$ cat src/include/rtc_pkg.sv
// shared constants and types of the time-keeping register block
package rtc_pkg;

   // ******************************
   // register addresses
   // ******************************
   localparam logic [4:0] ADDR_SCRATCH = 5'h03;
   localparam logic [4:0] ADDR_SECONDS = 5'h04;
   localparam logic [4:0] ADDR_MINUTES = 5'h05;
   localparam logic [4:0] ADDR_HOURS = 5'h06;
   localparam logic [4:0] ADDR_DAYS = 5'h07;
   localparam logic [4:0] ADDR_WEEKDAY = 5'h08;

   // ******************************
   // reset values
   // ******************************
   localparam logic [7:0] RST_SCRATCH = 8'h00;
   localparam logic [6:0] RST_SECONDS = 7'h00;
   localparam logic [6:0] RST_MINUTES = 7'h00;
   localparam logic [5:0] RST_HOURS = 6'h00;
   localparam logic [5:0] RST_DAYS = 6'h01;
   localparam logic [2:0] RST_WEEKDAY = 3'h6;

   // ******************************
   // field positions and masks
   // ******************************
   localparam int OS_BIT = 7;
   localparam int MERIDIEM_BIT = 5;
   localparam int CMD_RW_BIT = 7;
   localparam logic [7:0] MASK_SEC_MIN = 8'h7f;
   localparam logic [7:0] MASK_HR24 = 8'h3f;
   localparam logic [7:0] MASK_HR12 = 8'h1f;
   localparam logic [7:0] MASK_DAY = 8'h3f;
   localparam logic [7:0] MASK_WDAY = 8'h07;

   // ******************************
   // bcd limits
   // ******************************
   localparam logic [7:0] BCD_NINE = 8'h09;
   localparam logic [7:0] LAST_SEC_MIN = 8'h59;
   localparam logic [7:0] LAST_HR24 = 8'h23;
   localparam logic [7:0] HR12_ELEVEN = 8'h11;
   localparam logic [7:0] HR12_TWELVE = 8'h12;
   localparam logic [7:0] FIRST_HR12 = 8'h01;
   localparam logic [7:0] FIRST_ZERO = 8'h00;
   localparam logic [7:0] FIRST_DAY = 8'h01;
   localparam logic [7:0] LAST_WDAY = 8'h06;
   localparam logic [7:0] MONTH_FEB = 8'h02;
   localparam logic [7:0] MONTH_APR = 8'h04;
   localparam logic [7:0] MONTH_JUN = 8'h06;
   localparam logic [7:0] MONTH_SEP = 8'h09;
   localparam logic [7:0] MONTH_NOV = 8'h11;
   localparam logic [7:0] DAYS_28 = 8'h28;
   localparam logic [7:0] DAYS_29 = 8'h29;
   localparam logic [7:0] DAYS_30 = 8'h30;
   localparam logic [7:0] DAYS_31 = 8'h31;

   // ******************************
   // timing
   // ******************************
   localparam int CLK_PERIOD_NS = 8;
   localparam int OSC_TIMEOUT_NS = 100000;
   localparam int OSC_TIMEOUT_CYC = OSC_TIMEOUT_NS / CLK_PERIOD_NS;
   localparam int XTAL_PER_SECOND = 32768;
   localparam int XTAL_STABLE_EDGES = 4096;
   localparam int SPI_BITS = 8;

   // ******************************
   // types
   // ******************************
   typedef struct packed {
      logic [6:0] seconds;
      logic [6:0] minutes;
      logic [5:0] hours;
      logic [5:0] days;
      logic [2:0] weekday;
   } clock_time_t;

   typedef enum logic [1:0] {
      SPI_IDLE = 2'b00,
      SPI_CMD = 2'b01,
      SPI_DATA = 2'b10
   } spi_state_t;

endpackage : rtc_pkg

$ cat src/core/rtc_time_registers.sv
// time-keeping registers with serial peripheral port and oscillator monitor
`timescale 1ns/10ps

module rtc_time_registers #(
   parameter int OSC_TIMEOUT = rtc_pkg::OSC_TIMEOUT_CYC,
   parameter int XTAL_DIV = rtc_pkg::XTAL_PER_SECOND,
   parameter int STABLE_EDGES = rtc_pkg::XTAL_STABLE_EDGES
) (
   input wire logic clk_i,
   input wire logic arst_n_i,
   input wire logic xtal_in_i,
   input wire logic spi_clk_i,
   input wire logic spi_ce_i,
   input wire logic sdio_i,
   output logic sdio_o,
   output logic sdio_oe_o,
   input wire logic hour_12_mode_i,
   input wire logic [7:0] month_bcd_i,
   input wire logic [7:0] year_bcd_i,
   output logic osc_halt_flag_o,
   output logic day_carry_o
);

   localparam int TW = $clog2(OSC_TIMEOUT + 1);
   localparam int DW = $clog2(XTAL_DIV + 1);
   localparam int SW = $clog2(STABLE_EDGES + 1);
   localparam logic [TW-1:0] TO_LAST = TW'(OSC_TIMEOUT);
   localparam logic [DW-1:0] DIV_LAST = DW'(XTAL_DIV - 1);
   localparam logic [SW-1:0] STB_LAST = SW'(STABLE_EDGES);
   localparam logic [2:0] BIT_LAST = 3'(rtc_pkg::SPI_BITS - 1);

   // ******************************
   // functions
   // ******************************
   function automatic logic [7:0] bcd_next(input logic [7:0] v, input logic [7:0] last,
                                           input logic [7:0] first);
      if (v == last) begin
         return first;
      end else if (v[3:0] == rtc_pkg::BCD_NINE[3:0]) begin
         return {v[7:4] + 4'h1, 4'h0};
      end
      return v + 8'h01;
   endfunction : bcd_next

   function automatic logic [7:0] month_last(input logic [7:0] m, input logic [7:0] y);
      logic leap;
      // bcd value divisible by 4: tens even with units 0/4/8, tens odd with units 2/6
      leap = (y[4] == 1'b0) ? (y[1:0] == 2'b00 && y[3:0] != 4'h0c) : (y[1:0] == 2'b10);
      if (m == rtc_pkg::MONTH_FEB) begin
         return leap ? rtc_pkg::DAYS_29 : rtc_pkg::DAYS_28;
      end else if (m == rtc_pkg::MONTH_APR || m == rtc_pkg::MONTH_JUN ||
                   m == rtc_pkg::MONTH_SEP || m == rtc_pkg::MONTH_NOV) begin
         return rtc_pkg::DAYS_30;
      end
      return rtc_pkg::DAYS_31;
   endfunction : month_last

   // ******************************
   // reset release and pin synchronisers
   // ******************************
   logic rst_meta_ff;
   logic rst_n;
   logic [3:0] sync1_ff;
   logic [3:0] sync2_ff;
   logic [3:0] prev_ff;

   always_ff @(posedge clk_i or negedge arst_n_i) begin
      if (!arst_n_i) begin
         rst_meta_ff <= 1'b0;
         rst_n <= 1'b0;
      end else begin
         rst_meta_ff <= 1'b1;
         rst_n <= rst_meta_ff;
      end
   end

   always_ff @(posedge clk_i or negedge rst_n) begin
      if (!rst_n) begin
         sync1_ff <= 4'h0;
         sync2_ff <= 4'h0;
         prev_ff <= 4'h0;
      end else begin
         sync1_ff <= {xtal_in_i, spi_clk_i, spi_ce_i, sdio_i};
         sync2_ff <= sync1_ff;
         prev_ff <= sync2_ff;
      end
   end

   logic xtal_rise;
   logic sclk_rise;
   logic sclk_fall;
   logic ce;
   logic sdi;
   assign xtal_rise = sync2_ff[3] & ~prev_ff[3];
   assign sclk_rise = sync2_ff[2] & ~prev_ff[2];
   assign sclk_fall = ~sync2_ff[2] & prev_ff[2];
   assign ce = sync2_ff[1];
   assign sdi = sync2_ff[0];

   // ******************************
   // oscillator monitor and 1 Hz divider
   // ******************************
   logic [TW-1:0] to_cnt_ff, nxt_to_cnt;
   logic [SW-1:0] stb_cnt_ff, nxt_stb_cnt;
   logic [DW-1:0] div_cnt_ff, nxt_div_cnt;
   logic osc_run;
   logic tick;

   // a timeout rather than an edge count: a held pin never produces an edge
   always_comb begin
      nxt_to_cnt = xtal_rise ? '0 : (to_cnt_ff == TO_LAST ? to_cnt_ff : to_cnt_ff + 1'b1);
      nxt_stb_cnt = stb_cnt_ff;
      nxt_div_cnt = div_cnt_ff;
      tick = 1'b0;
      if (to_cnt_ff == TO_LAST) begin
         nxt_stb_cnt = '0;
         nxt_div_cnt = '0;
      end else if (xtal_rise) begin
         if (stb_cnt_ff != STB_LAST) begin
            nxt_stb_cnt = stb_cnt_ff + 1'b1;
         end else begin
            nxt_div_cnt = (div_cnt_ff == DIV_LAST) ? '0 : div_cnt_ff + 1'b1;
            tick = (div_cnt_ff == DIV_LAST);
         end
      end
   end

   assign osc_run = (stb_cnt_ff == STB_LAST) && (to_cnt_ff != TO_LAST);

   always_ff @(posedge clk_i or negedge rst_n) begin
      if (!rst_n) begin
         to_cnt_ff <= '0;
         stb_cnt_ff <= '0;
         div_cnt_ff <= '0;
      end else begin
         to_cnt_ff <= nxt_to_cnt;
         stb_cnt_ff <= nxt_stb_cnt;
         div_cnt_ff <= nxt_div_cnt;
      end
   end

   // ******************************
   // serial port
   // ******************************
   rtc_pkg::spi_state_t st_ff, nxt_st;
   logic [2:0] bit_cnt_ff, nxt_bit_cnt;
   logic [7:0] shin_ff, nxt_shin;
   logic [7:0] shout_ff, nxt_shout;
   logic [4:0] addr_ff, nxt_addr;
   logic rd_ff, nxt_rd;
   logic hold_ff, nxt_hold;
   logic [7:0] byte_in;
   logic byte_done;
   logic wr_en;
   logic [7:0] rd_data;
   rtc_pkg::clock_time_t tm_ff, nxt_tm;
   logic [7:0] scratch_ff, nxt_scratch;
   logic os_ff, nxt_os;
   logic load_q_ff;

   assign byte_in = {shin_ff[6:0], sdi};
   assign byte_done = ce && sclk_rise && bit_cnt_ff == BIT_LAST;
   assign wr_en = byte_done && st_ff == rtc_pkg::SPI_DATA && !rd_ff;

   always_comb begin
      case (addr_ff)
         rtc_pkg::ADDR_SCRATCH: rd_data = scratch_ff;
         rtc_pkg::ADDR_SECONDS: rd_data = {os_ff, tm_ff.seconds};
         rtc_pkg::ADDR_MINUTES: rd_data = {1'b0, tm_ff.minutes};
         rtc_pkg::ADDR_HOURS: rd_data = {2'b00, tm_ff.hours};
         rtc_pkg::ADDR_DAYS: rd_data = {2'b00, tm_ff.days};
         rtc_pkg::ADDR_WEEKDAY: rd_data = {5'h00, tm_ff.weekday};
         default: rd_data = 8'h00;
      endcase
   end

   always_comb begin
      nxt_st = st_ff;
      nxt_bit_cnt = bit_cnt_ff;
      nxt_shin = shin_ff;
      nxt_shout = shout_ff;
      nxt_addr = addr_ff;
      nxt_rd = rd_ff;
      nxt_hold = hold_ff;
      if (!ce) begin
         nxt_st = rtc_pkg::SPI_IDLE;
         nxt_bit_cnt = 3'h0;
         nxt_hold = 1'b0;
      end else begin
         case (st_ff)
            rtc_pkg::SPI_IDLE: begin
               nxt_st = rtc_pkg::SPI_CMD;
            end
            rtc_pkg::SPI_CMD: begin
               if (sclk_rise) begin
                  nxt_shin = byte_in;
                  nxt_bit_cnt = bit_cnt_ff + 3'h1;
               end
               if (byte_done) begin
                  nxt_st = rtc_pkg::SPI_DATA;
                  nxt_rd = byte_in[rtc_pkg::CMD_RW_BIT];
                  nxt_addr = byte_in[4:0];
               end
            end
            rtc_pkg::SPI_DATA: begin
               if (sclk_rise) begin
                  nxt_shin = byte_in;
                  nxt_bit_cnt = bit_cnt_ff + 3'h1;
               end
               if (byte_done) begin
                  nxt_addr = addr_ff + 5'h01;
               end
               if (sclk_fall) begin
                  nxt_hold = 1'b0;
                  if (!hold_ff) begin
                     nxt_shout = {shout_ff[6:0], 1'b0};
                  end
               end
            end
            default: begin
               nxt_st = rtc_pkg::SPI_IDLE;
            end
         endcase
      end
      if (load_q_ff) begin
         nxt_shout = rd_data;
         nxt_hold = 1'b1;
      end
   end

   // reload one cycle after each byte boundary of a read access, when the address is current
   always_ff @(posedge clk_i or negedge rst_n) begin
      if (!rst_n) begin
         load_q_ff <= 1'b0;
      end else begin
         load_q_ff <= byte_done && (st_ff == rtc_pkg::SPI_CMD ? byte_in[rtc_pkg::CMD_RW_BIT]
                                                                : rd_ff);
      end
   end

   always_ff @(posedge clk_i or negedge rst_n) begin
      if (!rst_n) begin
         st_ff <= rtc_pkg::SPI_IDLE;
         bit_cnt_ff <= 3'h0;
         shin_ff <= 8'h00;
         shout_ff <= 8'h00;
         addr_ff <= 5'h00;
         rd_ff <= 1'b0;
         hold_ff <= 1'b0;
      end else begin
         st_ff <= nxt_st;
         bit_cnt_ff <= nxt_bit_cnt;
         shin_ff <= nxt_shin;
         shout_ff <= nxt_shout;
         addr_ff <= nxt_addr;
         rd_ff <= nxt_rd;
         hold_ff <= nxt_hold;
      end
   end

   assign sdio_o = shout_ff[7];
   assign sdio_oe_o = ce && st_ff == rtc_pkg::SPI_DATA && rd_ff;

   // ******************************
   // time counters and registers
   // ******************************
   logic pend_ff, nxt_pend;
   logic carry_ff, nxt_carry;

   always_comb begin
      logic [7:0] v;
      logic [7:0] hr;
      v = 8'h00;
      hr = 8'h00;
      nxt_tm = tm_ff;
      nxt_scratch = scratch_ff;
      nxt_carry = 1'b0;
      nxt_pend = pend_ff | tick;
      if (!ce && pend_ff) begin
         nxt_pend = tick;
         v = bcd_next({1'b0, tm_ff.seconds}, rtc_pkg::LAST_SEC_MIN, rtc_pkg::FIRST_ZERO);
         nxt_tm.seconds = v[6:0];
         if (v == rtc_pkg::FIRST_ZERO) begin
            v = bcd_next({1'b0, tm_ff.minutes}, rtc_pkg::LAST_SEC_MIN, rtc_pkg::FIRST_ZERO);
            nxt_tm.minutes = v[6:0];
            if (v == rtc_pkg::FIRST_ZERO) begin
               if (hour_12_mode_i) begin
                  hr = {2'b00, tm_ff.hours} & rtc_pkg::MASK_HR12;
                  if (hr == rtc_pkg::HR12_ELEVEN) begin
                     nxt_tm.hours = {~tm_ff.hours[rtc_pkg::MERIDIEM_BIT],
                                     rtc_pkg::HR12_TWELVE[4:0]};
                  end else begin
                     v = bcd_next(hr, rtc_pkg::HR12_TWELVE, rtc_pkg::FIRST_HR12);
                     nxt_tm.hours = {tm_ff.hours[rtc_pkg::MERIDIEM_BIT], v[4:0]};
                  end
                  hr = {3'b000, nxt_tm.hours[4:0]};
               end else begin
                  hr = bcd_next({2'b00, tm_ff.hours}, rtc_pkg::LAST_HR24, rtc_pkg::FIRST_ZERO);
                  nxt_tm.hours = hr[5:0];
               end
               if ((hour_12_mode_i && hr == rtc_pkg::HR12_TWELVE &&
                    !nxt_tm.hours[rtc_pkg::MERIDIEM_BIT]) ||
                   (!hour_12_mode_i && hr == rtc_pkg::FIRST_ZERO)) begin
                  v = bcd_next({2'b00, tm_ff.days}, month_last(month_bcd_i, year_bcd_i),
                               rtc_pkg::FIRST_DAY);
                  nxt_tm.days = v[5:0];
                  nxt_carry = (v == rtc_pkg::FIRST_DAY);
                  v = bcd_next({5'h00, tm_ff.weekday}, rtc_pkg::LAST_WDAY,
                               rtc_pkg::FIRST_ZERO);
                  nxt_tm.weekday = v[2:0];
               end
            end
         end
      end
      if (wr_en) begin
         case (addr_ff)
            rtc_pkg::ADDR_SCRATCH: nxt_scratch = byte_in;
            rtc_pkg::ADDR_SECONDS: nxt_tm.seconds = byte_in[6:0];
            rtc_pkg::ADDR_MINUTES: nxt_tm.minutes = byte_in[6:0];
            rtc_pkg::ADDR_HOURS: nxt_tm.hours = byte_in[5:0];
            rtc_pkg::ADDR_DAYS: nxt_tm.days = byte_in[5:0];
            rtc_pkg::ADDR_WEEKDAY: nxt_tm.weekday = byte_in[2:0];
            default: nxt_scratch = scratch_ff;
         endcase
      end
      // stop wins over a host clear, so a dead oscillator reads back as one
      nxt_os = os_ff;
      if (wr_en && addr_ff == rtc_pkg::ADDR_SECONDS) begin
         nxt_os = byte_in[rtc_pkg::OS_BIT];
      end
      if (!osc_run) begin
         nxt_os = 1'b1;
      end
   end

   always_ff @(posedge clk_i or negedge rst_n) begin
      if (!rst_n) begin
         tm_ff <= '{rtc_pkg::RST_SECONDS, rtc_pkg::RST_MINUTES, rtc_pkg::RST_HOURS,
                    rtc_pkg::RST_DAYS, rtc_pkg::RST_WEEKDAY};
         scratch_ff <= rtc_pkg::RST_SCRATCH;
         os_ff <= 1'b1;
         pend_ff <= 1'b0;
         carry_ff <= 1'b0;
      end else begin
         tm_ff <= nxt_tm;
         scratch_ff <= nxt_scratch;
         os_ff <= nxt_os;
         pend_ff <= nxt_pend;
         carry_ff <= nxt_carry;
      end
   end

   assign osc_halt_flag_o = os_ff;
   assign day_carry_o = carry_ff;

endmodule : rtc_time_registers

$ cat config.mk
export PLATFORM = sky130hd
export DESIGN_NAME = rtc_time_registers
export DESIGN_NICKNAME = d
export VERILOG_FILES = /design/src/include/rtc_pkg.sv /design/src/core/rtc_time_registers.sv
export SDC_FILE = /design/constraint.sdc
export NUM_CORES = 1
export LEC_CHECK = 0
export BUFFER_PORTS_ARGS = -buffer_cell sky130_fd_sc_hd__clkbuf_2
export CAP_MARGIN = 20
export CORE_MARGIN = 4
export CORE_UTILIZATION = 59
export DETAILED_ROUTE_END_ITERATION = 10
export PLACE_DENSITY = 0.76
export SLEW_MARGIN = 20
export SYNTH_ARGS = -nofsm -noshare
export SYNTH_HDL_FRONTEND = slang
export SYNTH_SLANG_ARGS = --single-unit
$ cat constraint.sdc
create_clock -name clk_i -period 4.5 [get_ports clk_i]
set_input_delay 0.45 -clock clk_i [delete_from_list [all_inputs] [get_ports clk_i]]
set_output_delay 0.45 -clock clk_i [all_outputs]
set_load 0.1 [all_outputs]
; Yosys cells after proc, flatten, opt, wreduce, memory -nomap -nowiden
; Cells that the tools add are included.
[classes]
addsub = 16
eq_ne = 46
n_mux = 127
bitwise_logic = 8
reduce_logical = 44
[ops]
columns = op, count
row1 = 8-bit 2-to-1 mux, 35
row2 = 16-bit 2-to-1 mux, 4
row3 = 29-bit 2-to-1 mux, 2
row4 = 1-bit 2-to-1 mux, 53
row5 = 8-bit one-hot mux with 6 select lines, 1
row6 = 6-bit 2-to-1 mux, 7
row7 = 13-bit 2-to-1 mux, 3
row8 = 14-bit 2-to-1 mux, 2
row9 = 5-bit 2-to-1 mux, 5
row10 = 8-bit zero test, 3
row11 = 22-bit 2-to-1 mux, 1
row12 = 5-bit by 3-bit == test with 1-bit output (second input constant), 4
row13 = 3-bit 2-to-1 mux, 6
row14 = 16-bit by 1-bit adder with 16-bit output (second input constant), 1
row15 = 7-bit by 1-bit adder with 8-bit output (second input constant), 2
row16 = 16-bit by 15-bit == test with 1-bit output (second input constant), 1
row17 = 4-bit == test (second input constant), 4
row18 = 8-bit by 3-bit == test with 1-bit output (second input constant), 2
row19 = 8-bit by 5-bit == test with 1-bit output (second input constant), 2
row20 = 15-bit 2-to-1 mux, 1
row21 = 14-bit by 1-bit adder with 14-bit output (second input constant), 1
row22 = 6-bit by 1-bit adder with 7-bit output (second input constant), 2
row23 = 14-bit == test (second input constant), 1
row24 = 7-bit == test (second input constant), 2
row25 = other kinds (42), 96
[word_totals]
register_bits = 125
out_inout_bits = 4
word_cells = 266

; Longest topological paths before layout
; Gate-level depths: netlist of the first run.
[depth]
depth_word = 52
depth_mapped = 11
depth_no_buf = 9

; Worst setup path before layout of the first run
; No wires, ideal clock.
[synth_path]
path_type = register to register
from = register tm_ff[13] (netlist name)
to = register tm_ff[3] (netlist name)
arrival_ns = 2.836
required_time_ns = 4.417
setup_slack_ns = 1.581
path_stages_with_launch = 12
n_path_buf = 2
cell_sequence = dfrtp_1 clkbuf_1 inv_1 ha_1 and4bb_2 a21oi_1 a221o_1 mux2_2 or3_1 clkbuf_2 or4_1 o311a_1
[synth_rtl]
columns = element, line_no
row1 = from (decl), rtc_time_registers.sv:156  ; rtc_pkg::clock_time_t tm_ff, nxt_tm;
row2 = from (signal assigned), rtc_time_registers.sv:338  ; tm_ff <= '{rtc_pkg::RST_SECONDS, rtc_pkg::RST_MINUTES, rtc_pkg::RST_HOURS,
row3 = from (signal assigned), rtc_time_registers.sv:345  ; tm_ff <= nxt_tm;

==> results.cfg, run 1 <==
[finish]
finalInstanceArea_um2 = 8290
area_growth_pct = 11.2
fillers = 942
fin_nets = 869
drive_above_1_share_pct = 13.3
n_antenna_cell = 0

[critical_path]
rr_startpoint = st_ff[0]$_DFFE_PN0P_
crit_path_start_kind = flop
cpPeakStageDelay_ns = 0.82
critPathTopFamily = simple AND/OR/NAND/NOR gates
required_ns = 4.79
crit_chain = inv_1 > ha_1 > nand2_1 > nor3_1 > and2_1 > nor3_1 > and3_1 > a221o_1
path_class = flop to flop
reg2regPathDepth = 8
critPathCaptureType = flop
r2r_slack_ns = 1.31
worst_path_max_delay_cell = nor3_1
cp_common_cell = nor3_1
crit_buf_inv = 1
cp_data_arrival_time_ns = 3.49
r2r_end = tm_ff[11]$_DFF_PN0_
path_max_fanout = 17

[clock_tree]
cts-htree-levels = 4
clock-sinks = 123
clk_path_buf_depth = 2
cts_root_buffer = clkbuf_16
cts_resized = 0
clkTransAtPathRegs_ns = 0.05
numCtsBuffers = 17
cts_tree = done
clk-insertion-delay-late_ns = 0.41

[place]
dp_hpwl_um = 11500
portBuffers = 23
place_congestion = 0.891
post_dp_cell_area_um2 = 7680

[synthesis]
synth_area_leaders = dfrtp_1 40%, ha_1 5.2%, nand2_1 4.0%
synth.cell_area_um2 = 7460
synth_top_area_cell = dfrtp_1
synth_top_area_share_pct = 39.9
syn_nets = 860
ys_seq_area_share_pct = 41.3
synth_cells = 806
async_flop_share_pct = 100
synth_edf_count = 0
yosys_most_used_dff = dfrtp_1
yosysUniqueCellTypes = 89
ys_seq_elements = 123
avgSynthCellArea_um2 = 9.25
yosys_warnings = 0

[sta]
rsz0062_at_grt = no
relSlewSlack_pct = 32.1
finalCritPeriodShare_pct = 71.0
report.final.setup_viol = 0
worst_slew_pin_slew_ns = 1.01
finalHoldViolCount = 0
report.final.slew_viol_count = 0
timing.fmax_mhz = 313
finalSetupTns_ns = 0
skew_ns = 0.00586
min_period_ns = 3.19

[global_route]
grt_pass1_vias = 5928
grt_max_degree = 84
antenna_found_initial = 0
grt_pass1_wl_um = 28100
grt.overflow.total = 0
track_usage_pct = 23.9

[drt]
routed_wl_um = 16800
ant_nets = 0
vias = 6171
first_pass_iters = 5
drc = 0
viasPerCell = 6.20
drt-initial-drc-count = 492
wire_per_inst_um = 16.8

[min_path]
holdCritStartpoint = sdio_i
min_path_type = primary input to flop
holdPathEnd = sync1_ff[0]$_DFF_PN0_
min_path_cells = 1

[floorplanning]
core_area_um2 = 12200
rows = 40
die_h_um = 120
die_w_um = 120
start_util_pct = 61.1
die-area_um2 = 14500
io_pins = 27

[power_and_ir_drop]
p_leak_nw = 3.47
p_per_area_nw_per_um2 = 364
peakVddDrop_uv = 360

[outcome]
status = finished clean

[flow_run]
drv_cap = 0
## cell usage in the layout, fill, tap and decap left out, drive strengths merged, types with 17 or more instances in the layout
cell type  count
a21oi         52
xor2          19
clkbuf        43
dfrtp        119
nor2          64
ha            31
nand3         31
o21ai         47
nor3          17
nand2         79
inv           26
mux2i         20
mux2          19
## worst register-to-register path, delay by kind of cell, from the launching register on
kind	cells	cell delay (ns)
AND/OR/NAND/NOR	5	1.81
adder cells (fa/ha/maj)	1	0.51
flip-flops	1	0.41
AO/OA/AOI/OAI	1	0.25
buffers and inverters	1	0.10
## kinds of logic after synthesis
group	share of synthesized area, %
flip-flops	41.3
other	0.0503
buffers and inverters	3.98
multiplexers	5.60
AO/OA/AOI/OAI	16.6
adder cells (fa/ha/maj)	5.20
AND/OR/NAND/NOR	23.4
XOR/XNOR	3.76
## sequential cells by signal, indices dropped and copies added (netlist names), 5 cells and up
signal      count
addr_ff         5
div_cnt_ff     16
scratch_ff      8
shin_ff         7
shout_ff        8
stb_cnt_ff     13
tm_ff          29
to_cnt_ff      14
## worst max path at each step
stage | from | to | cells past startpoint
3_3_place_gp | tm_ff[9]$_DFF_PN0_ | tm_ff[3]$_DFF_PN1_ | 8
2_1_floorplan | rst_n$_DFF_PN0_ | addr_ff[0]$_DFFE_PN0P_ | 0
4_1_cts | tm_ff[9]$_DFF_PN0_ | tm_ff[3]$_DFF_PN1_ | 8
5_1_grt | st_ff[0]$_DFFE_PN0P_ | tm_ff[11]$_DFF_PN0_ | 8
6_report | st_ff[0]$_DFFE_PN0P_ | tm_ff[11]$_DFF_PN0_ | 8
3_5_place_dp | tm_ff[9]$_DFF_PN0_ | tm_ff[3]$_DFF_PN1_ | 8
## Yosys cell counts, types with 4 or more instances
library cell and number:
nand4_1 15, xor2_1 19, a21oi_1 52, a22oi_1 16, nor2b_1 10, nor2_1 63, ha_1 31, mux2i_1 20
nand3_1 29, nor4_1 6, o211ai_1 6, nor4b_1 4, o31ai_1 4, nor4bb_1 4, o21ai_0 43, or3_1 10
clkbuf_1 32, dfstp_2 4, a211oi_1 11, and3_1 14, nand4b_1 6, nor3b_1 5, and2_1 8, nand2_1 79
nand3b_1 8, xnor2_1 13, o22ai_1 4, nor3_1 15, o21ai_1 4, mux2_2 18, inv_1 26, nand2b_1 8
a31oi_1 10, dfrtp_1 119
## where the power goes
group	switching [mW]	internal (mW)	leakage, nW
Combinational	0.208	0.160	1.62
Sequential	0.143	1.21	1.58
Clock	0.479	0.823	0.272
## layer usage
metal	vias up	global-route usage, %	wire length [um]
met5	-	0	0
met4	0	8.92	445
met3	38	4.91	746
met2	165	40.2	8550
met1	3005	30.6	7020
li1	2963	-	-
## repair_timing
action / in CTS / in global routing
setup buffers: 0 / 0
hold endpoints to repair: 2 / 0
hold buffers: 1 / 0
## layout make-up
class,count,area (um2),share of cell area (%)
timing repair buffer,34,220,2.66
inverter,26,97.6,1.18
clock inverter,12,124,1.49
multi-input combinational,613,4110,49.5
clock buffer,20,447,5.39
sequential,123,3090,37.2
tap,168,210,2.53
## through the flow
step / hold slack [ns] / power (mW) / std cells / setup slack, ns / util (%)
2_1_floorplan: 0.154 / 1.60 / 806 / 0.827 / -
3_3_place_gp: 0.236 / 1.70 / 962 / 1.40 / 62.9
3_5_place_dp: 0.246 / 1.72 / 962 / 1.37 / 62.9
4_1_cts: 0.124 / 3.04 / 995 / 1.34 / 67.6
5_1_grt: 0.127 / 3.16 / 996 / 1.06 / 67.9
6_report: 0.140 / 3.02 / 996 / 1.31 / 67.9
(Power assumes the default switching activity.)
==> inputs of run 2 (changes only) <==
==> constraint.sdc (replaced) <==
create_clock -name clk_i -period 3.1 [get_ports clk_i]
set_input_delay 0.31 -clock clk_i [delete_from_list [all_inputs] [get_ports clk_i]]
set_output_delay 0.31 -clock clk_i [all_outputs]
set_load 0.1 [all_outputs]
==> run 2 against run 1 <==
Largest cell class unchanged. Clock-buffer cell count up 3. Highest routed layer unchanged. Core utilization up 2.0 points. Critical endpoint is now tm_ff[3]$_DFF_PN1_. First-iteration DRC count up 4.9%. Power up 46%. Non-clock buffer count up 31.
==> results.cfg, run 2 (synthesized netlist as in run 1, its figures left out) <==
[outcome]
status = finished clean

[power_and_ir_drop]
p_per_area_nw_per_um2 = 517
p_int_mw = 3.22
total_power_mw = 4.41
netSwitchingPower_mw = 1.18
combPwrFrac_pct = 12.5
peakVddDrop_uv = 424
pwr-share-seq_pct = 44.4
p_leak_nw = 3.62
p_sw_share_pct = 26.9
pwr-share-clk_pct = 43.1

[flow_run]
drv_cap = 0

[critical_path]
path_class = flop to flop
reg2regPathDepth = 8
required_ns = 3.43
r2r_end = tm_ff[3]$_DFF_PN1_
r2r_slack_ns = 0.1
crit_path_start_kind = flop
critPathCaptureType = flop
cp_data_arrival_time_ns = 3.34
path_max_fanout = 8
rr_startpoint = tm_ff[9]$_DFF_PN0_
cp-startpoint = tm_ff[9]$_DFF_PN0_

[finish]
fin_cells = 1025
area_growth_pct = 14.4
reg_top3 = tm_ff: 29 flops, div_cnt_ff: 16 flops, to_cnt_ff: 14 flops
fillers = 956
n_antenna_cell = 0
final_common_cell = dfrtp_1
fin_nets = 900
largest_register_ffs = 29
most-common-layout-cells = 116 x dfrtp_1, 79 x nand2_1, 63 x nor2_1
drive_above_1_share_pct = 16.3
top_register = tm_ff

[min_path]
min_path_type = primary input to async pin

[sta]
skew_ns = 0.0105
report.final.slew_viol_count = 0
report.final.setup_viol = 0
timing.fmax_mhz = 333
relSlewSlack_pct = 41.4
finalCritPeriodShare_pct = 96.8
min_period_ns = 3.00
worst_slew_pin_slew_ns = 0.873
finalHoldViolCount = 0
rsz0062_at_grt = no

[clock_tree]
cts_root_buffer = clkbuf_16
cts-htree-levels = 4
cts_tree = done
numCtsBuffers = 17
clk_path_buf_depth = 2
clkTransAtPathRegs_ns = 0.05
clk-insertion-delay-late_ns = 0.42
clock-sinks = 123

[floorplanning]
core_area_um2 = 12200
die_h_um = 120
die-area_um2 = 14500
rows = 40
io_pins = 27
start_util_pct = 61.1
die_w_um = 120

[drt]
viasPerCell = 6.20
drt-initial-drc-count = 516
drc = 0
ant_nets = 0
first_pass_iters = 5
routed_wl_um = 17700
vias = 6358
wire_per_inst_um = 17.3

[global_route]
track_usage_pct = 25.5
grt_pass1_vias = 6265
grt_pass1_wl_um = 30100
grt.overflow.total = 0
grt_max_degree = 62
antenna_found_initial = 0

[place]
portBuffers = 23
dp_hpwl_um = 12500
place_congestion = 0.877
place_inst = 990
## run 2: cell types whose count changed in the layout (fill, tap and decap cells not counted), moves of 2 or more
cell,delta
buf_4,+27
dfrtp_2,+2
ha_2,+2
clkinvlp_4,-3
clkbuf_8,+2
dlygate4sd3_1,+4
clkinv_2,-2
ha_1,-2
dfrtp_1,-2
## run 2: layout make-up
cell class                      count  area (um2)  share of cell area, %
Sequential cell                   123        3090                   36.2
Timing Repair Buffer               65         455                   5.34
Tap cell                          168         210                   2.46
Multi-Input combinational cell    613        4110                   48.2
Clock inverter                      7        91.3                   1.07
Clock buffer                       23         478                   5.60
Inverter                           26        97.6                   1.14
## run 2: stage by stage
step | utilization, % | instance area [um2] | hold slack (ns) | setup TNS (ns) | worst slack, ns
final | 69.9 | 8530 | 0.224 | 0 | 0.0985
after global routing | 69.9 | 8530 | 0.213 | 0 | 0.00804
after CTS | 69.8 | 8520 | 0.207 | 0 | 0.0573
after detailed placement | 64.7 | 7900 | 0.106 | -0.000739 | -0.000739
after global placement | 64.7 | 7900 | 0.0951 | 0 | 0.0732
after floorplan | - | 7460 | 0.0144 | 0 | 0.181
## run 2: repair_timing
item                                   in CTS  in global routing
hold buffers                                5                  0
endpoints found under the hold margin       6                  0
setup endpoints to repair                   1                  1
pin swaps                                   0                  0
setup buffers                               0                  0
resized for setup                           1                  5
## run 2: critical path, cell delays in order, from the launching register on
cell and delay [ns]:
dfrtp_1 0.42, ha_1 0.32, or3b_1 0.43, nand4_1 0.11
o311ai_1 0.13, mux2_2 0.31, or3_1 0.46, or4_1 0.58
o311a_1 0.16
## run 2: metal layers
metal,GRT usage [%],wire (um),part of all wire (%),vias up
li1,-,-,-,3029
met1,31.6,7290,41,3090
met2,43.7,9150,52,188
met3,4.86,724,4.1,51
met4,10.3,538,3.0,0
met5,0,0,0,-
## run 2: power groups by stage
stage | registers, mW | clock network, mW | logic (mW)
floorplan | 1.94 | 0 | 0.382
global placement | 1.97 | 0 | 0.504
detailed placement | 1.98 | 0 | 0.536
CTS | 1.96 | 1.93 | 0.556
global route | 1.98 | 2.01 | 0.619
finish | 1.96 | 1.90 | 0.551
## run 2: worst max path at each step
stage	endpoint
floorplan	tm_ff[3]$_DFF_PN1_
global placement	tm_ff[3]$_DFF_PN1_
detailed placement	tm_ff[3]$_DFF_PN1_
CTS	tm_ff[3]$_DFF_PN1_
global route	tm_ff[3]$_DFF_PN1_
finish	tm_ff[3]$_DFF_PN1_
